==> src/fers_pkg.sv <==
// constants, types and opcodes for the extended read status register bank
package fers_pkg;

  // register layout and reset value
  localparam logic [7:0] FERS_EXT_RESET = 8'hf0;
  localparam int FERS_BUSY_BIT = 0;
  localparam int FERS_PROT_BIT = 1;
  localparam int FERS_PERR_BIT = 2;
  localparam int FERS_EERR_BIT = 3;
  localparam int FERS_RSVD_BIT = 4;
  localparam int FERS_DS_LSB = 5;
  localparam int FERS_DS_MSB = 7;
  localparam logic [7:0] FERS_WR_MASK = 8'he0;
  localparam logic [7:0] FERS_RSVD_VAL = 8'h10;

  // register write opcodes
  localparam logic [7:0] FERS_OP_SET_EXT_NV = 8'h85;
  localparam logic [7:0] FERS_OP_SET_EXT_V = 8'h83;

  // read opcodes that carry dummy cycles
  localparam logic [7:0] FERS_OP_FAST_RD = 8'h0b;
  localparam logic [7:0] FERS_OP_FAST_RD_DTR = 8'h0d;
  localparam logic [7:0] FERS_OP_DUAL_OUT = 8'h3b;
  localparam logic [7:0] FERS_OP_DUAL_IO = 8'hbb;
  localparam logic [7:0] FERS_OP_DUAL_IO_DTR = 8'hbd;
  localparam logic [7:0] FERS_OP_QUAD_OUT = 8'h6b;
  localparam logic [7:0] FERS_OP_QUAD_IO = 8'heb;
  localparam logic [7:0] FERS_OP_QUAD_IO_DTR = 8'hed;

  // default dummy counts when the configured count is zero
  localparam logic [3:0] FERS_DUMMY_SPI = 4'h8;
  localparam logic [3:0] FERS_DUMMY_QUAD = 4'h6;
  localparam logic [3:0] FERS_DUMMY_DUAL = 4'h4;

  // drive strength codes
  localparam logic [2:0] FERS_DS_RSVD_A = 3'h0;
  localparam logic [2:0] FERS_DS_RSVD_B = 3'h4;

  // kind of internal operation that reports its outcome
  typedef enum logic [3:0] {
    FERS_K_PAGE_PROG = 4'b0000,
    FERS_K_QUAD_PROG = 4'b0001,
    FERS_K_FUNC_WRITE = 4'b0010,
    FERS_K_INFO_PROG = 4'b0011,
    FERS_K_SECT_ERASE = 4'b0100,
    FERS_K_BLK32_ERASE = 4'b0101,
    FERS_K_BLK64_ERASE = 4'b0110,
    FERS_K_CHIP_ERASE = 4'b0111,
    FERS_K_INFO_ERASE = 4'b1000,
    FERS_K_STATUS_WRITE = 4'b1001,
    FERS_K_NVREG_WRITE = 4'b1010
  } fers_kind_t;

  // decoded command handed over at the end of a frame
  typedef struct packed {
    logic [7:0] opcode;
    logic [7:0] data;
    logic qpi_mode;
  } fers_cmd_t;

  // outcome of a finished program, erase or register update
  typedef struct packed {
    fers_kind_t kind;
    logic erase_fail;
    logic program_fail;
    logic protected_hit;
    logic suspended_hit;
    logic info_row_locked;
    logic status_locked;
    logic [3:0] block_protect_bits;
  } fers_result_t;

  // sticky error flags in register order
  typedef struct packed {
    logic erase_err;
    logic program_err;
    logic protect_violation_flag;
  } fers_err_t;

endpackage

==> src/fers_regs.sv <==
// extended read status register bank with error flags and dummy cycle selection
`timescale 1ns/1ps
`default_nettype none
// Overview of operation
// - zero dummy setting gives 8 spi/dual/quad-out, 6 qpi/quad-io, 4 dual-io cycles.
// - dual io double rate read is refused in qpi instruction mode.
// - drive strength field bits 7..5 selects output strength, two codes reserved.
// - low four status bits are unaffected by set extended parameter commands.
// - 85h writes the non-volatile copy, 83h the volatile copy.
// - bit 0 mirrors the write in progress busy indicator.
// - bit 4 reads one always, writes ignored.
// - protection flag sets on protected program/erase or locked info row access.
// - page, quad page, function writes set program flag; protected page/quad page adds protection flag.
// - info row program sets program flag; locked region sets program and protection.
// - non-volatile update erase failure sets erase flag, program failure program flag.
// - locked status register write sets protection and erase flags.
// - erases set erase flag on failure; protected targets add protection flag.
// - chip erase with block protect bits nonzero sets erase and protection flags.
// - one-time bits only go to one; clearing attempts raise no flag.
// - read-only bits of written data are dropped without any flag.
// - error flags stay set until clear command, hardware or software reset.
// - commands keep executing while error flags are set.
// - register writes need the write enable latch, otherwise ignored.
// - configured dummy field 1..15 overrides, zero selects defaults.
module fers_regs #(
  parameter logic [7:0] CLR_OPCODE = 8'h82,
  parameter int DUMMY_W = 4
) (
  input wire logic clk_i,
  input wire logic rst_i,
  input wire logic soft_reset_i,
  input wire logic cmd_valid_i,
  input wire fers_pkg::fers_cmd_t cmd_i,
  input wire logic write_enable_latch_i,
  input wire logic write_in_progress_i,
  input wire logic [DUMMY_W-1:0] dummy_cfg_i,
  input wire logic result_valid_i,
  input wire fers_pkg::fers_result_t result_i,
  output logic [7:0] ext_reg_o,
  output logic [7:0] ext_reg_nv_o,
  output logic [2:0] drive_strength_o,
  output logic drive_strength_rsvd_o,
  output logic nv_write_req_o,
  output logic [7:0] nv_write_data_o,
  output logic dummy_valid_o,
  output logic [DUMMY_W-1:0] dummy_cycles_o,
  output logic cmd_rejected_o
);
  import fers_pkg::*;

  // the dummy field is four bits wide; narrower cannot hold 15
  if (DUMMY_W != 4)
  begin : g_bad_width
    $error("fers_regs: DUMMY_W must be 4");
  end

  //////////////////////////////////////////////////////////////////////////////
  // helpers

  // flags raised by one finished operation
  function automatic fers_err_t fers_err_from(input fers_result_t r);
    fers_err_t e;
    e = '0;
    case (r.kind)
      FERS_K_PAGE_PROG, FERS_K_QUAD_PROG:
      begin
        e.program_err = r.program_fail | r.protected_hit | r.suspended_hit;
        e.protect_violation_flag = r.protected_hit | r.suspended_hit;
      end
      // function write; one-time zero writes report nothing
      FERS_K_FUNC_WRITE:
      begin
        e.program_err = r.program_fail;
      end
      FERS_K_INFO_PROG:
      begin
        e.program_err = r.program_fail | r.info_row_locked;
        e.protect_violation_flag = r.info_row_locked;
      end
      FERS_K_SECT_ERASE, FERS_K_BLK32_ERASE, FERS_K_BLK64_ERASE:
      begin
        e.erase_err = r.erase_fail | r.protected_hit;
        e.protect_violation_flag = r.protected_hit;
      end
      // chip erase with any block protected
      FERS_K_CHIP_ERASE:
      begin
        e.erase_err = r.erase_fail | r.protected_hit | (|r.block_protect_bits);
        e.protect_violation_flag = r.protected_hit | (|r.block_protect_bits);
      end
      FERS_K_INFO_ERASE:
      begin
        e.erase_err = r.erase_fail | r.info_row_locked;
        e.protect_violation_flag = r.info_row_locked;
      end
      FERS_K_STATUS_WRITE:
      begin
        e.erase_err = r.erase_fail | r.status_locked;
        e.program_err = r.program_fail;
        e.protect_violation_flag = r.status_locked;
      end
      // erase then program of non-volatile bits
      FERS_K_NVREG_WRITE:
      begin
        e.erase_err = r.erase_fail;
        e.program_err = r.program_fail;
      end
      default:
      begin
        e = '0;
      end
    endcase
    return e;
  endfunction

  // dummy count for a read opcode; zero means not a dummy read
  function automatic logic [3:0] fers_dummy(input logic [7:0] op, input logic qpi,
                                            input logic [3:0] cfg);
    logic [3:0] d;
    d = 4'h0;
    case (op)
      // single wire fast read 8, qpi 6
      FERS_OP_FAST_RD, FERS_OP_FAST_RD_DTR:
        d = qpi ? FERS_DUMMY_QUAD : FERS_DUMMY_SPI;
      FERS_OP_DUAL_OUT, FERS_OP_QUAD_OUT:
        d = FERS_DUMMY_SPI;
      FERS_OP_DUAL_IO, FERS_OP_DUAL_IO_DTR:
        d = FERS_DUMMY_DUAL;
      FERS_OP_QUAD_IO, FERS_OP_QUAD_IO_DTR:
        d = FERS_DUMMY_QUAD;
      default:
        d = 4'h0;
    endcase
    if (d != 4'h0 && cfg != 4'h0)
    begin
      d = cfg;
    end
    return d;
  endfunction

  //////////////////////////////////////////////////////////////////////////////
  // command decode

  logic is_set_nv;
  logic is_set_v;
  logic is_clear;
  logic is_dual_dtr_qpi;
  logic [3:0] dummy_lookup;
  fers_err_t err_set;

  // register writes only with the latch set
  assign is_set_nv = cmd_valid_i && cmd_i.opcode == FERS_OP_SET_EXT_NV && write_enable_latch_i;
  assign is_set_v = cmd_valid_i && cmd_i.opcode == FERS_OP_SET_EXT_V && write_enable_latch_i;
  // clearing is a plain command, never blocked by set flags
  assign is_clear = cmd_valid_i && cmd_i.opcode == CLR_OPCODE;
  // double rate dual io is single wire only
  assign is_dual_dtr_qpi = cmd_valid_i && cmd_i.qpi_mode && cmd_i.opcode == FERS_OP_DUAL_IO_DTR;
  assign dummy_lookup = fers_dummy(cmd_i.opcode, cmd_i.qpi_mode, dummy_cfg_i);
  assign err_set = result_valid_i ? fers_err_from(result_i) : '0;

  //////////////////////////////////////////////////////////////////////////////
  // drive strength copies

  logic [2:0] ds_v_r;
  logic [2:0] ds_v_nxt;
  logic [2:0] ds_nv_r;

  // volatile copy: 83h, 85h also updates it; soft reset reloads non-volatile
  always_comb
  begin
    ds_v_nxt = ds_v_r;
    if (soft_reset_i)
    begin
      ds_v_nxt = ds_nv_r;
    end
    // both set commands write the drive field
    // only bits 7..5 are taken, flag bits untouched
    else if (is_set_v || is_set_nv)
    begin
      ds_v_nxt = cmd_i.data[FERS_DS_MSB:FERS_DS_LSB];
    end
  end

  // hardware reset gives the default; the nv copy itself survives soft reset
  always_ff @(posedge clk_i or posedge rst_i)
  begin
    if (rst_i)
    begin
      ds_v_r <= FERS_EXT_RESET[FERS_DS_MSB:FERS_DS_LSB];
    end
    else
    begin
      ds_v_r <= ds_v_nxt;
    end
  end

  always_ff @(posedge clk_i or posedge rst_i)
  begin
    if (rst_i)
    begin
      ds_nv_r <= FERS_EXT_RESET[FERS_DS_MSB:FERS_DS_LSB];
    end
    else if (is_set_nv)
    begin
      ds_nv_r <= cmd_i.data[FERS_DS_MSB:FERS_DS_LSB];
    end
  end

  // request to the array engine for the erase/program update of the nv bits
  always_ff @(posedge clk_i or posedge rst_i)
  begin
    if (rst_i)
    begin
      nv_write_req_o <= 1'b0;
      nv_write_data_o <= FERS_EXT_RESET;
    end
    else
    begin
      nv_write_req_o <= is_set_nv;
      if (is_set_nv)
      begin
        // read-only bits of the data byte are dropped
        nv_write_data_o <= (cmd_i.data & FERS_WR_MASK) | FERS_RSVD_VAL;
      end
    end
  end

  //////////////////////////////////////////////////////////////////////////////
  // sticky error flags

  fers_err_t err_r;
  fers_err_t err_nxt;

  // set wins over clear so a failure landing on a clear is kept
  always_comb
  begin
    err_nxt = err_r;
    // besides hardware reset, only clear command or soft reset drop the flags
    if (is_clear || soft_reset_i)
    begin
      err_nxt = '0;
    end
    // set from the outcome of each operation
    err_nxt = err_nxt | err_set;
  end

  always_ff @(posedge clk_i or posedge rst_i)
  begin
    if (rst_i)
    begin
      err_r <= '0;
    end
    else
    begin
      err_r <= err_nxt;
    end
  end

  //////////////////////////////////////////////////////////////////////////////
  // busy mirror

  logic busy_r;

  // one cycle behind the status busy bit
  always_ff @(posedge clk_i or posedge rst_i)
  begin
    if (rst_i)
    begin
      busy_r <= 1'b0;
    end
    else
    begin
      busy_r <= write_in_progress_i;
    end
  end

  //////////////////////////////////////////////////////////////////////////////
  // read-back and strength outputs

  // assembled from flops only, so the read value is glitch free
  always_comb
  begin
    ext_reg_o = '0;
    ext_reg_o[FERS_DS_MSB:FERS_DS_LSB] = ds_v_r;
    ext_reg_o[FERS_RSVD_BIT] = 1'b1;
    ext_reg_o[FERS_EERR_BIT] = err_r.erase_err;
    ext_reg_o[FERS_PERR_BIT] = err_r.program_err;
    ext_reg_o[FERS_PROT_BIT] = err_r.protect_violation_flag;
    ext_reg_o[FERS_BUSY_BIT] = busy_r;
  end

  // nv image keeps the flag bits at their defaults
  assign ext_reg_nv_o = {ds_nv_r, FERS_RSVD_VAL[4:0]};

  // drive code goes to the pad driver; reserved codes flagged
  assign drive_strength_o = ds_v_r;
  assign drive_strength_rsvd_o = ds_v_r == FERS_DS_RSVD_A || ds_v_r == FERS_DS_RSVD_B;

  //////////////////////////////////////////////////////////////////////////////
  // read dummy selection

  // registered one cycle after the command is handed over
  always_ff @(posedge clk_i or posedge rst_i)
  begin
    if (rst_i)
    begin
      dummy_valid_o <= 1'b0;
      dummy_cycles_o <= '0;
      cmd_rejected_o <= 1'b0;
    end
    else
    begin
      // refused command gets no dummy count
      cmd_rejected_o <= is_dual_dtr_qpi;
      dummy_valid_o <= cmd_valid_i && !is_dual_dtr_qpi && dummy_lookup != 4'h0;
      if (cmd_valid_i && !is_dual_dtr_qpi && dummy_lookup != 4'h0)
      begin
        dummy_cycles_o <= dummy_lookup;
      end
    end
  end

endmodule
`default_nettype wire

==> config.mk <==
export PLATFORM = sky130hd
export DESIGN_NAME = fers_regs
export DESIGN_NICKNAME = d
export VERILOG_FILES = /design/src/fers_pkg.sv /design/src/fers_regs.sv
export SDC_FILE = /design/constraint.sdc
export NUM_CORES = 1
export LEC_CHECK = 0
export BUFFER_PORTS_ARGS = -buffer_cell sky130_fd_sc_hd__buf_2
export CAP_MARGIN = 20
export CORE_MARGIN = 2
export CORE_UTILIZATION = 37
export DETAILED_ROUTE_END_ITERATION = 16
export PLACE_DENSITY = 0.75
export SYNTH_ARGS = -nofsm -noshare
export SYNTH_HDL_FRONTEND = slang
export SYNTH_SLANG_ARGS = --single-unit
==> constraint.sdc <==
create_clock -name clk_i -period 1 [get_ports clk_i]
set_input_delay 0 -clock clk_i [delete_from_list [all_inputs] [get_ports clk_i]]
set_output_delay 0 -clock clk_i [all_outputs]
set_load 0.01 [all_outputs]
### Word level (Yosys, flattened, before mapping)

Index checks and enable logic that the tools add are counted.

| word-level totals | value |
|---|---|
| bits of input ports | 42 |
| logic and storage cells | 81 |
| output and inout bits | 35 |
| register bits | 17 |

| cells by class | value |
|---|---|
| mux-type cells | 10 |
| equality and inequality tests | 22 |
| bitwise logic cells | 10 |
| reductions and logical operators | 29 |

Operator list:

| cell | count |
|---|---|
| $eq A8 B8 Y1 const B | 7 |
| $eq A4 B3 Y1 const B | 4 |
| $eq A8 B4 Y1 const B | 2 |
| $pmux W4 S4 | 1 |
| $eq A4 B4 Y1 const B | 3 |
| $mux W3 | 4 |
| $reduce_bool A4 Y1 | 3 |
| $reduce_or A2 Y1 | 6 |
| $logic_and A1 B1 Y1 | 10 |
| $pmux W1 S5 | 2 |
| $or A1 B1 Y1 | 9 |
| $eq A4 B2 Y1 const B | 2 |
| $eq A8 B6 Y1 const B | 1 |
| $eq A8 B7 Y1 const B | 1 |
| $mux W4 | 2 |
| $reduce_or A3 Y1 | 2 |
| $eq A4 B1 Y1 const B | 1 |
| $logic_not A4 Y1 | 1 |
| $reduce_or A4 Y1 | 1 |
| $eq A3 B3 Y1 const B | 1 |
| $logic_not A3 Y1 | 1 |
| $logic_or A1 B1 Y1 | 3 |
| $or A3 B3 Y3 | 1 |
| $pmux W1 S3 | 1 |
| other kinds (2) | 2 |

### Longest topological paths before layout

Gate-level depths: netlist (run 1).

| logic depth | value |
|---|---|
| word-level depth | 8 |
| gate-level depth with buffers | 4 |
| gate-level depth less buffers | 4 |

### Worst setup path before layout (run 1)

No wires, ideal clock.

| path | value |
|---|---|
| kind | input port to flip-flop |
| start point | in cmd_i[14] (netlist name) |
| end point | reg dummy_cycles_o[2] |
| data required time | 927 ps |
| buffers on the path | 0 |
| cell stages on the path | 4 |
| setup time | 73 ps |
| setup slack | -179 ps |
| arrival time | 1106 ps |
| cells stage by stage | or4b_1 -> a21o_1 -> a211o_1 -> a2bb2oi_2 |

| between the ends | value |
|---|---|
| cells in the longest elaborated chain, start to end | 8 |
| elaborated cells between the ends (all ways) | 21 |
| classes of those cells | 8 x eq/ne; 2 x mux; 11 x reduce/logical |

RTL lines:

| what | RTL line | RTL |
|---|---|---|
| start: declaration | fers_regs.sv:33 | `input wire fers_pkg::fers_cmd_t cmd_i,` |
| $eq A8 B8 Y1, or another cell as far along | fers_regs.sv:121 | `case (op)` |
| $reduce_or A2 Y1 | fers_regs.sv:121 |  |
| $pmux W4 S4 | fers_regs.sv:121 |  |
| $reduce_bool A4 Y1 | fers_regs.sv:134 | `if (d != 4'h0 && cfg != 4'h0)` |
| $logic_and A1 B1 Y1 | fers_regs.sv:134 |  |
| $mux W4 | fers_regs.sv:134 |  |
| $reduce_bool A4 Y1 | fers_regs.sv:316 | `if (cmd_valid_i && !is_dual_dtr_qpi && dummy_lookup != 4'h0)` |
| $logic_and A1 B1 Y1 | fers_regs.sv:316 |  |
| end signal: assignment | fers_regs.sv:318 | `dummy_cycles_o <= dummy_lookup;` |
| end: declaration | fers_regs.sv:46 | `output logic [DUMMY_W-1:0] dummy_cycles_o,` |

Parallel ways exist; a longest one is shown, timed or not.
A chain may end at the register's enable or synchronous reset.

### Worst setup path in the final report (run 1)

| path | value |
|---|---|
| start point | reg ds_v_r[0], in the netlist drive_strength_o[0] |
| end point | out drive_strength_rsvd_o |

| between the ends | value |
|---|---|
| cells in the longest elaborated chain, start to end | 2 |
| elaborated cells between the ends (all ways) | 3 |
| classes of those cells | 1 x eq/ne; 2 x reduce/logical |

RTL lines:

| what | RTL line | RTL |
|---|---|---|
| start: declaration | fers_regs.sv:164 | `logic [2:0] ds_v_r;` |
| start signal: assignment | fers_regs.sv:189 | `ds_v_r <= FERS_EXT_RESET[FERS_DS_MSB:FERS_DS_LSB];` |
| start signal: assignment | fers_regs.sv:193 | `ds_v_r <= ds_v_nxt;` |
| $eq A3 B3 Y1 or $logic_not A3 Y1 (tied branches) | fers_regs.sv:297 | `assign drive_strength_rsvd_o = ds_v_r == FERS_DS_RSVD_A \|\| ds_v_r == FERS_DS_RSVD_B;` |
| $logic_or A1 B1 Y1 * | fers_regs.sv:297 |  |
| end: declaration | fers_regs.sv:42 | `output logic drive_strength_rsvd_o,` |

Every way passes the cells marked *; elsewhere a longest branch is shown, timed or not.

==> results.py, run 1 <==
metrics = {
    "grt": {
        "grt_pass1_vias": 1064,
        "overflow": 0,
        "grt_usage": 0.174,
        "grt_pass1_wl_um": 4690,
        "antenna_found_initial": 0,
        "grt_max_degree": 18,
    },
    "power_and_ir_drop": {
        "leakagePower_uw": 0.000877,
        "pwr-share-comb": 0.326,
        "pwr-share-seq": 0.456,
        "switching_share": 0.316,
        "p_int_uw": 1240,
        "clkPwrFrac": 0.218,
        "p_per_area_nw_per_um2": 1010,
        "ir_drop_mv": 0.511,
        "switchingPower_uw": 573,
    },
    "cells_and_area": {
        "syn_to_final_growth_pct": 54.8,
        "drive_gt1_frac": 0.560,
        "multiInputGateArea_um2": 672,
        "utilization": 0.595,
        "seq_area_um2": 433,
        "nFillCells": 261,
        "nets": 243,
        "final_area_um2": 1800,
        "antenna-diode-count": 0,
    },
    "die": {
        "rows": 20,
        "start_util": 0.384,
        "die_x_um": 60.1,
        "coreArea_um2": 3030,
        "die-area_um2": 3610,
        "ios": 77,
        "die_h_um": 60.1,
    },
    "placement": {
        "post-place-ws_ns": -0.338,
        "hpwlAfterDp_um": 2280,
        "placedInstanceArea_um2": 1590,
        "gp_congestion": 0.847,
        "io_buffers": 60,
    },
    "setup_path": {
        "slowest_delay_ns": 0.56,
        "critPathKind": "register to output pin",
        "cp-start-kind": "register",
        "cp.arrival_ns": 1.03,
        "path_max_fanout": 4,
        "critPathSlowestCell": "dfstp_2",
        "endpoint_kind": "output pin",
        "cp_data_required_time_ns": 1.00,
        "crit_chain": "nor2_1, buf_2",
    },
    "synthesis": {
        "synthCells": 118,
        "synth.distinct_cells": 45,
        "ys_seq_elements": 17,
        "syn_area_um2": 1160,
        "syn_avg_cell_area_um2": 9.86,
        "yosysWarnings": 0,
        "ys_seq_area_frac": 0.372,
    },
    "sta": {
        "setup_violations": 1,
        "slew_viol_final": 0,
        "tns_ns": -0.0283,
        "max_freq_mhz": 973,
        "hold_viol": 0,
        "fin_hold_ws_ns": 0.00686,
        "fin_crit_sh": 1.03,
        "rsz0062_at_grt": "true",
        "finClkSkew_ns": 0.00172,
        "setup_slack_ns": -0.0283,
        "finalCriticalPeriod_ns": 1.03,
    },
    "route": {
        "drt_iter0_drc": 33,
        "ant_nets": 0,
        "routedWlPerCell_um": 12.5,
        "drc": 0,
        "viasPerCell": 4.82,
        "drtPass1Iterations": 4,
        "wl_um": 3050,
        "vias": 1177,
    },
    "cts": {
        "ctsLongestPathBuffers": 2,
        "postCtsSetupBuffers": 0,
        "clockRootBuffer": "clkbuf_4",
        "htree_levels": 1,
        "cts_buffers": 3,
        "clk_pin_slew_ns": 0.11,
        "cts_tree": "built",
        "clock-sinks": 17,
        "clk_latency_ns": 0.30,
    },
    "worst_hold_path": {
        "hold_class": "input port to register",
    },
    "job": {
        "max_cap_violations": 0,
    },
    "outcome": {
        "status": "finished with violations",
        "violations": "setup timing",
    },
}
path summary, 6_finish.rpt:
check | start | to | slack (ns) | cells after the start
min reg2reg | ext_reg_o[2]$_DFF_PP0_ | ext_reg_o[2]$_DFF_PP0_ | 0.52 | 2
min in group asynchronous | rst_i | nv_write_req_o$_DFF_PP0_ | 0.26 | 4
max | drive_strength_o[0]$_DFFE_PP1P_ | drive_strength_rsvd_o | -0.03 | 2
min | dummy_cfg_i[1] | dummy_cycles_o[3]$_DFFE_PP0P_ | 0.007 | 4
max reg2reg | nv_write_data_o[6]$_DFFE_PP1P_ | drive_strength_o[1]$_DFFE_PP1P_ | 0.02 | 2
max in group asynchronous | rst_i | drive_strength_o[1]$_DFFE_PP1P_ | 0.49 | 4
stage by stage:
step | total power [uW] | std cells
after detailed placement | 1370 | 229
after CTS | 1820 | 244
final | 1810 | 244
after floorplan | 1130 | 127
after global placement | 1360 | 229
after global routing | 1940 | 244
logic make-up after synthesis:
group,share of synthesized area
simple gates,0.201
compound gates,0.162
buf+inv,0.135
flops,0.372
mux,0.115
other cells,0.00645
xor+xnor,0.00753
registers in the layout, summed over array words and instances (netlist names):
signal,count
dummy_valid_o,1
cmd_rejected_o,1
drive_strength_o,3
ext_reg_o,3
busy_r,1
nv_write_data_o,3
dummy_cycles_o,4
nv_write_req_o,1
cells in the mapped netlist (all sizes together):
library cell | number | area, um2
a32oi | 1 | 8.76
conb | 2 | 7.51
o21bai | 1 | 7.51
nor2b | 1 | 6.26
and2 | 1 | 6.26
nand2b | 5 | 31.3
o311ai | 1 | 16.3
dfstp | 6 | 158
and2b | 1 | 7.51
a21o | 1 | 7.51
nand4b | 1 | 8.76
dfrtp | 11 | 275
nor4 | 2 | 12.5
mux2 | 11 | 124
and3b | 3 | 28.8
a2bb2oi | 2 | 23.8
and4 | 1 | 8.76
inv | 6 | 22.5
a211o | 1 | 8.76
nand3 | 3 | 15.0
nor3 | 4 | 20.0
mux2i | 1 | 10.0
nand2 | 3 | 11.3
nor3b | 1 | 7.51
or3 | 1 | 7.51
and3 | 1 | 6.26
a41oi | 1 | 8.76
nand4 | 1 | 6.26
a211oi | 3 | 22.5
o32a | 1 | 10.0
or4b | 1 | 10.0
o21ai | 5 | 25.0
or4 | 1 | 7.51
nor2 | 4 | 17.5
a21oi | 5 | 25.0
a221oi | 1 | 8.76
or2b | 1 | 7.51
buf | 18 | 135
o2111ai | 1 | 8.76
xor2 | 1 | 8.76
o31ai | 1 | 7.51
nand3b | 1 | 7.51
repair_timing:
| action | in CTS | in global routing |
|---|---|---|
| gates resized for setup | 6 | 9 |
| endpoints found under the hold margin | 26 | 0 |
| hold buffers | 11 | 0 |
| pin swaps | 1 | 3 |
| setup endpoints to repair | 6 | 18 |
layer usage:
metal  part of all wire  up-vias  track usage
met5                  0        -            0
met4             0.0088        0       0.0730
met3              0.051        4       0.0346
met2               0.52       44        0.307
met1               0.42      554        0.201
li1                   -      575            -
cells in the final DEF (no fill, tap or decap), types with 4 or more instances in the layout:
cell           netlist  layout
buf_6                0       9
buf_4               18      17
conb_1               2      11
inv_1                6       6
dfrtp_1             11      11
dlygate4sd3_1        0      11
buf_2                0      50
a21oi_1              5       4
nand2b_1             5       5
o21ai_0              5       5
dfstp_2              6       6
mux2_2              11       9
layout make-up:
class                      instances  share of cell area
multi-input combinational         86               0.373
timing repair buffer              87               0.327
sequential                        17               0.240
tap                               44              0.0306
clock buffer                       3              0.0125
inverter                           6              0.0125
clock inverter                     1             0.00417
critical path, delay by kind of cell (launching register included):
family                 cells  cell delay, ns
buffers and inverters      1            0.13
flip-flops                 1            0.56
AND/OR/NAND/NOR            1            0.04
power by group through the flow:
stage	combinational [uW]	sequential [uW]	clock, uW
finish	591	827	395
CTS	576	825	415
floorplan	266	864	0
global placement	526	834	0
detailed placement	536	834	0
global route	649	837	452
Note: power is estimated with default switching activity, not from simulation.
==> run 2, diff against run 1 <==
--- a/config.mk
+++ b/config.mk
@@ -8,9 +8,8 @@
 export BUFFER_PORTS_ARGS = -buffer_cell sky130_fd_sc_hd__buf_2
 export CAP_MARGIN = 20
 export CORE_MARGIN = 2
-export CORE_UTILIZATION = 37
+export CORE_UTILIZATION = 30
 export DETAILED_ROUTE_END_ITERATION = 16
-export PLACE_DENSITY = 0.75
 export SYNTH_ARGS = -nofsm -noshare
 export SYNTH_HDL_FRONTEND = slang
 export SYNTH_SLANG_ARGS = --single-unit
==> results.py, run 2 (same netlist as run 1, synthesis figures left out) <==
metrics = {
    "grt": {
        "antenna_found_initial": 0,
        "grt_pass1_vias": 1041,
        "overflow": 0,
        "grt_max_degree": 18,
        "grt_usage": 0.133,
        "grt_pass1_wl_um": 4490,
    },
    "setup_path": {
        "cp_data_required_time_ns": 1.18,
        "path_max_fanout": 6,
        "r2r-start": "nv_write_data_o[7]$_DFFE_PP1P_",
        "endpoint_kind": "register",
        "cp-start-kind": "input port",
        "critPathKind": "input port to register",
        "cp.arrival_ns": 1.20,
        "r2r-end": "drive_strength_o[2]$_DFFE_PP1P_",
        "timing.reg2reg.setup_slack_ns": 0.04,
        "r2r_cells": 2,
    },
    "cts": {
        "clock-sinks": 17,
        "htree_levels": 1,
        "clockRootBuffer": "clkbuf_8",
        "clk_pin_slew_ns": 0.07,
        "ctsLongestPathBuffers": 2,
        "cts_tree": "built",
        "clk_latency_ns": 0.25,
        "cts_buffers": 3,
    },
    "cells_and_area": {
        "utilization": 0.482,
        "drive_gt1_frac": 0.591,
        "largest_reg_flops": 4,
        "multiInputGateArea_um2": 677,
        "regMostFlops": "dummy_cycles_o",
        "antenna-diode-count": 0,
        "nets": 241,
        "seq_area_um2": 433,
        "final_common_cell": "buf_2",
        "syn_to_final_growth_pct": 52.7,
        "mostFrequentLayoutCells": "buf_2 (57), buf_4 (20), conb_1 (11), dfrtp_1 (11), mux2_2 (8)",
        "nFillCells": 369,
        "final_cells": 246,
    },
    "power_and_ir_drop": {
        "ir_drop_mv": 0.653,
        "leakagePower_uw": 0.000889,
        "p_per_area_nw_per_um2": 1090,
    },
    "route": {
        "viasPerCell": 4.70,
        "drtPass1Iterations": 4,
        "drt_iter0_drc": 18,
        "routedWlPerCell_um": 12.2,
        "vias": 1156,
        "drc": 0,
        "ant_nets": 0,
        "wl_um": 2990,
    },
    "sta": {
        "tns_ns": -0.0201,
        "fin_crit_sh": 1.02,
        "max_freq_mhz": 980,
        "hold_viol": 0,
        "setup_violations": 1,
        "rsz0062_at_grt": "true",
        "setup_slack_ns": -0.0201,
        "finalCriticalPeriod_ns": 1.02,
        "slew_viol_final": 0,
        "finClkSkew_ns": 0.0000800,
    },
    "worst_hold_path": {
        "hold_depth": 2,
        "holdPathEnd": "nv_write_data_o[5]$_DFFE_PP1P_",
        "min-delay-start": "cmd_i[6]",
        "hold_class": "input port to register",
    },
    "outcome": {
        "status": "finished with violations",
        "violations": "setup timing",
    },
    "placement": {
        "io_buffers": 60,
        "post-place-ws_ns": -0.342,
        "gp_congestion": 0.854,
        "dp.cells": 234,
        "hpwlAfterDp_um": 2440,
    },
    "die": {
        "die_x_um": 66.3,
        "coreArea_um2": 3690,
        "start_util": 0.315,
        "die_h_um": 66.3,
        "rows": 22,
        "ios": 77,
        "die-area_um2": 4390,
    },
    "job": {
        "max_cap_violations": 0,
    },
}
[run 2: cell types whose count changed in the layout (fill, tap and decap cells not counted), sizes merged]
| cell | before | now |
|---|---|---|
| dlygate4sd3 | 11 | 4 |
| buf | 76 | 81 |
| clkinv | 0 | 1 |
| clkinvlp | 1 | 0 |
[run 2: area by class of cell]
type | count | area share
multi-input cells | 86 | 0.381
repair buffers | 85 | 0.303
inverters | 6 | 0.0127
clock buffers | 3 | 0.0232
flip-flops and latches | 17 | 0.244
well taps | 48 | 0.0338
clock inverters | 1 | 0.00282
[run 2: worst max-delay path by stage]
stage	depth (start not counted)	to	startpoint	slack (ns)
2_1_floorplan	4	dummy_cycles_o[2]$_DFFE_PP0P_	cmd_i[14]	-0.10
3_3_place_gp	5	dummy_cycles_o[2]$_DFFE_PP0P_	cmd_i[14]	-0.31
3_5_place_dp	5	dummy_cycles_o[2]$_DFFE_PP0P_	cmd_i[14]	-0.34
4_1_cts	5	dummy_cycles_o[1]$_DFFE_PP0P_	cmd_i[14]	-0.06
5_1_grt	6	dummy_cycles_o[1]$_DFFE_PP0P_	cmd_i[15]	-0.06
6_report	5	dummy_cycles_o[2]$_DFFE_PP0P_	cmd_i[14]	-0.02
[run 2: critical path, cell delays in order]
cell,delay (ns)
buf_12,0.11
or4b_4,0.52
a21o_1,0.19
a211o_1,0.27
a2bb2oi_2,0.11
[run 2: what timing repair did]
item / in CTS / in global routing
setup endpoints to repair: 2 / 8
hold endpoints to repair: 19 / 1
resized for setup: 7 / 9
hold buffers: 3 / 1
pin swaps: 2 / 4
buffers inserted: 1 / 3
gates cloned: 0 / 0
[run 2: per-layer routing]
layer | vias to the layer above | routed length, um | GRT usage
li1 | 564 | - | -
met1 | 556 | 1240 | 0.158
met2 | 32 | 1600 | 0.243
met3 | 4 | 128 | 0.0273
met4 | 0 | 32 | 0.0306
met5 | - | 0 | 0
[run 2: through the flow]
stage	hold slack [ns]	instance area [um2]	power [uW]
after floorplan	-0.0783	1250	1130
after global routing	0.00580	1780	2070
after detailed placement	0.0199	1600	1370
after CTS	0.000374	1710	1930
after global placement	0.0199	1600	1360
final	0.00482	1780	1930
[run 2: power breakdown]
group	internal (uW)	switching, uW	leakage [uW]
sequential	774	44.6	0.000205
combinational	318	278	0.000659
clock	276	242	0.0000255
==> run 3, diff against run 2 <==
--- a/config.mk
+++ b/config.mk
@@ -8,8 +8,10 @@
 export BUFFER_PORTS_ARGS = -buffer_cell sky130_fd_sc_hd__buf_2
 export CAP_MARGIN = 20
 export CORE_MARGIN = 2
-export CORE_UTILIZATION = 30
+export CORE_UTILIZATION = 37
 export DETAILED_ROUTE_END_ITERATION = 16
+export GPL_ROUTABILITY_DRIVEN = 0
+export PLACE_DENSITY = 0.75
 export SYNTH_ARGS = -nofsm -noshare
 export SYNTH_HDL_FRONTEND = slang
 export SYNTH_SLANG_ARGS = --single-unit
==> constraint.sdc (replaced) <==
create_clock -name clk_i -period 0.8 [get_ports clk_i]
set_input_delay 0 -clock clk_i [delete_from_list [all_inputs] [get_ports clk_i]]
set_output_delay 0 -clock clk_i [all_outputs]
set_load 0.01 [all_outputs]
==> results.py, run 3 (same netlist as run 1, synthesis figures left out) <==
metrics = {
    "outcome": {
        "status": "finished with violations",
        "violations": "hold timing, setup timing",
    },
    "sta": {
        "fin_hold_ws_ns": -0.00484,
        "fin_crit_sh": 1.30,
        "max_freq_mhz": 960,
        "tns_ns": -5.12,
        "finalCriticalPeriod_ns": 1.04,
        "slew_viol_final": 0,
        "setup_violations": 34,
        "rsz0062_at_grt": "true",
        "finClkSkew_ns": 0.0000946,
        "setup_slack_ns": -0.241,
        "hold_viol": 2,
    },
    "die": {
        "die_x_um": 60.1,
        "die_h_um": 60.1,
        "start_util": 0.384,
        "die-area_um2": 3610,
        "ios": 77,
        "coreArea_um2": 3030,
        "rows": 20,
    },
    "cells_and_area": {
        "multiInputGateArea_um2": 810,
        "mostFrequentLayoutCells": "buf_2 (44), buf_6 (23), buf_4 (21)",
        "final_area_um2": 2140,
        "largest_reg_flops": 4,
        "final_cells": 258,
        "final_common_cell": "buf_2",
        "antenna-diode-count": 0,
        "seq_area_um2": 433,
        "syn_to_final_growth_pct": 84.2,
        "nFillCells": 208,
        "drive_gt1_frac": 0.626,
        "nets": 257,
        "regMostFlops": "dummy_cycles_o",
    },
    "cts": {
        "clk_latency_ns": 0.29,
        "clockRootBuffer": "clkbuf_4",
        "clk_pin_slew_ns": 0.11,
        "cts_tree": "built",
        "clock-sinks": 17,
        "htree_levels": 1,
        "cts_buffers": 3,
        "ctsLongestPathBuffers": 2,
    },
    "route": {
        "drtPass1Iterations": 4,
        "ant_nets": 0,
        "drc": 0,
        "viasPerCell": 4.95,
        "wl_um": 3900,
        "vias": 1277,
        "routedWlPerCell_um": 15.1,
        "drt_iter0_drc": 30,
    },
    "power_and_ir_drop": {
        "ir_drop_mv": 0.920,
        "p_per_area_nw_per_um2": 1170,
        "leakagePower_uw": 0.00103,
        "fin_total_pwr_uw": 2510,
    },
    "setup_path": {
        "critPathKind": "register to output pin",
        "crit_buf_inv": 2,
        "cp.arrival_ns": 1.04,
        "timing.reg2reg.setup_slack_ns": -0.17,
        "cp_data_required_time_ns": 0.80,
        "crit_family": "flip-flops",
        "path_max_fanout": 3,
        "crit_top_cell": "buf_6",
        "crit_chain": "buf_6, buf_6",
        "cp-start-kind": "register",
        "critPathSlowestCell": "dfstp_2",
        "slowest_delay_ns": 0.56,
        "endpoint_kind": "output pin",
    },
    "grt": {
        "grt_pass1_wl_um": 5550,
        "overflow": 0,
        "grt_max_degree": 18,
        "antenna_found_initial": 0,
        "grt_pass1_vias": 1270,
        "grt_usage": 0.205,
    },
    "placement": {
        "placedInstanceArea_um2": 1650,
        "io_buffers": 60,
        "dp.cells": 233,
        "hpwlAfterDp_um": 2460,
    },
    "worst_hold_path": {
        "hold_class": "input port to register",
    },
    "job": {
        "max_cap_violations": 0,
    },
}
[run 3: changes by cell type in the layout (fill, tap and decap cells not counted), moves of 2 or more]
cell           change
nor3_1             -2
buf_6             +21
o21ai_0            -3
clkbuf_8           -3
mux2_2             -8
mux2_4             +8
clkbuf_4           +3
buf_2             -13
dlygate4sd3_1      +6
o21ai_1            +3
[run 3: final timing paths]
check,startpoint,to,cells past startpoint
max,nv_write_data_o[5]$_DFFE_PP1P_,nv_write_data_o[5],2
min,dummy_cfg_i[0],dummy_cycles_o[3]$_DFFE_PP0P_,4
max in group asynchronous,rst_i,drive_strength_o[0]$_DFFE_PP1P_,4
min reg2reg,ext_reg_o[2]$_DFF_PP0_,ext_reg_o[2]$_DFF_PP0_,2
min in group asynchronous,rst_i,ext_reg_o[2]$_DFF_PP0_,4
max reg2reg,nv_write_data_o[5]$_DFFE_PP1P_,drive_strength_o[0]$_DFFE_PP1P_,2
[run 3: metrics by stage]
step | worst slack (ns) | utilization
after floorplan | -0.303 | -
after global placement | -0.499 | 0.544
after detailed placement | -0.563 | 0.544
after CTS | -0.251 | 0.660
after global routing | -0.279 | 0.708
final | -0.241 | 0.708
[run 3: worst reg2reg max path, delay by kind of cell (launching register included)]
kind,cells,cell delay [ns]
flops,1,0.39
mux,2,0.52
[run 3: layout make-up]
class,instances,area share
repair buffers,101,0.372
well taps,44,0.0257
clock buffers,4,0.0123
inverters,6,0.0105
flip-flops and latches,17,0.202
multi-input cells,86,0.378
[run 3: layer usage]
layer	up-vias	GRT usage	share of wire
met1	611	0.198	0.36
met3	8	0.0433	0.059
met5	-	0	0
li1	596	-	-
met4	0	0.0603	0.012
met2	62	0.421	0.57
[run 3: repair_timing]
action	in CTS	in global routing
gates resized for setup	29	26
endpoints found under the hold margin	26	0
buffers inserted	8	6
setup endpoints to repair	33	38
pin swaps	9	12
hold buffers	10	0
[run 3: report_power, final]
group          internal, uW  switching [uW]  leakage [uW]
combinational           566             439      0.000812
sequential              967            62.9      0.000205
clock                   194             278     0.0000150
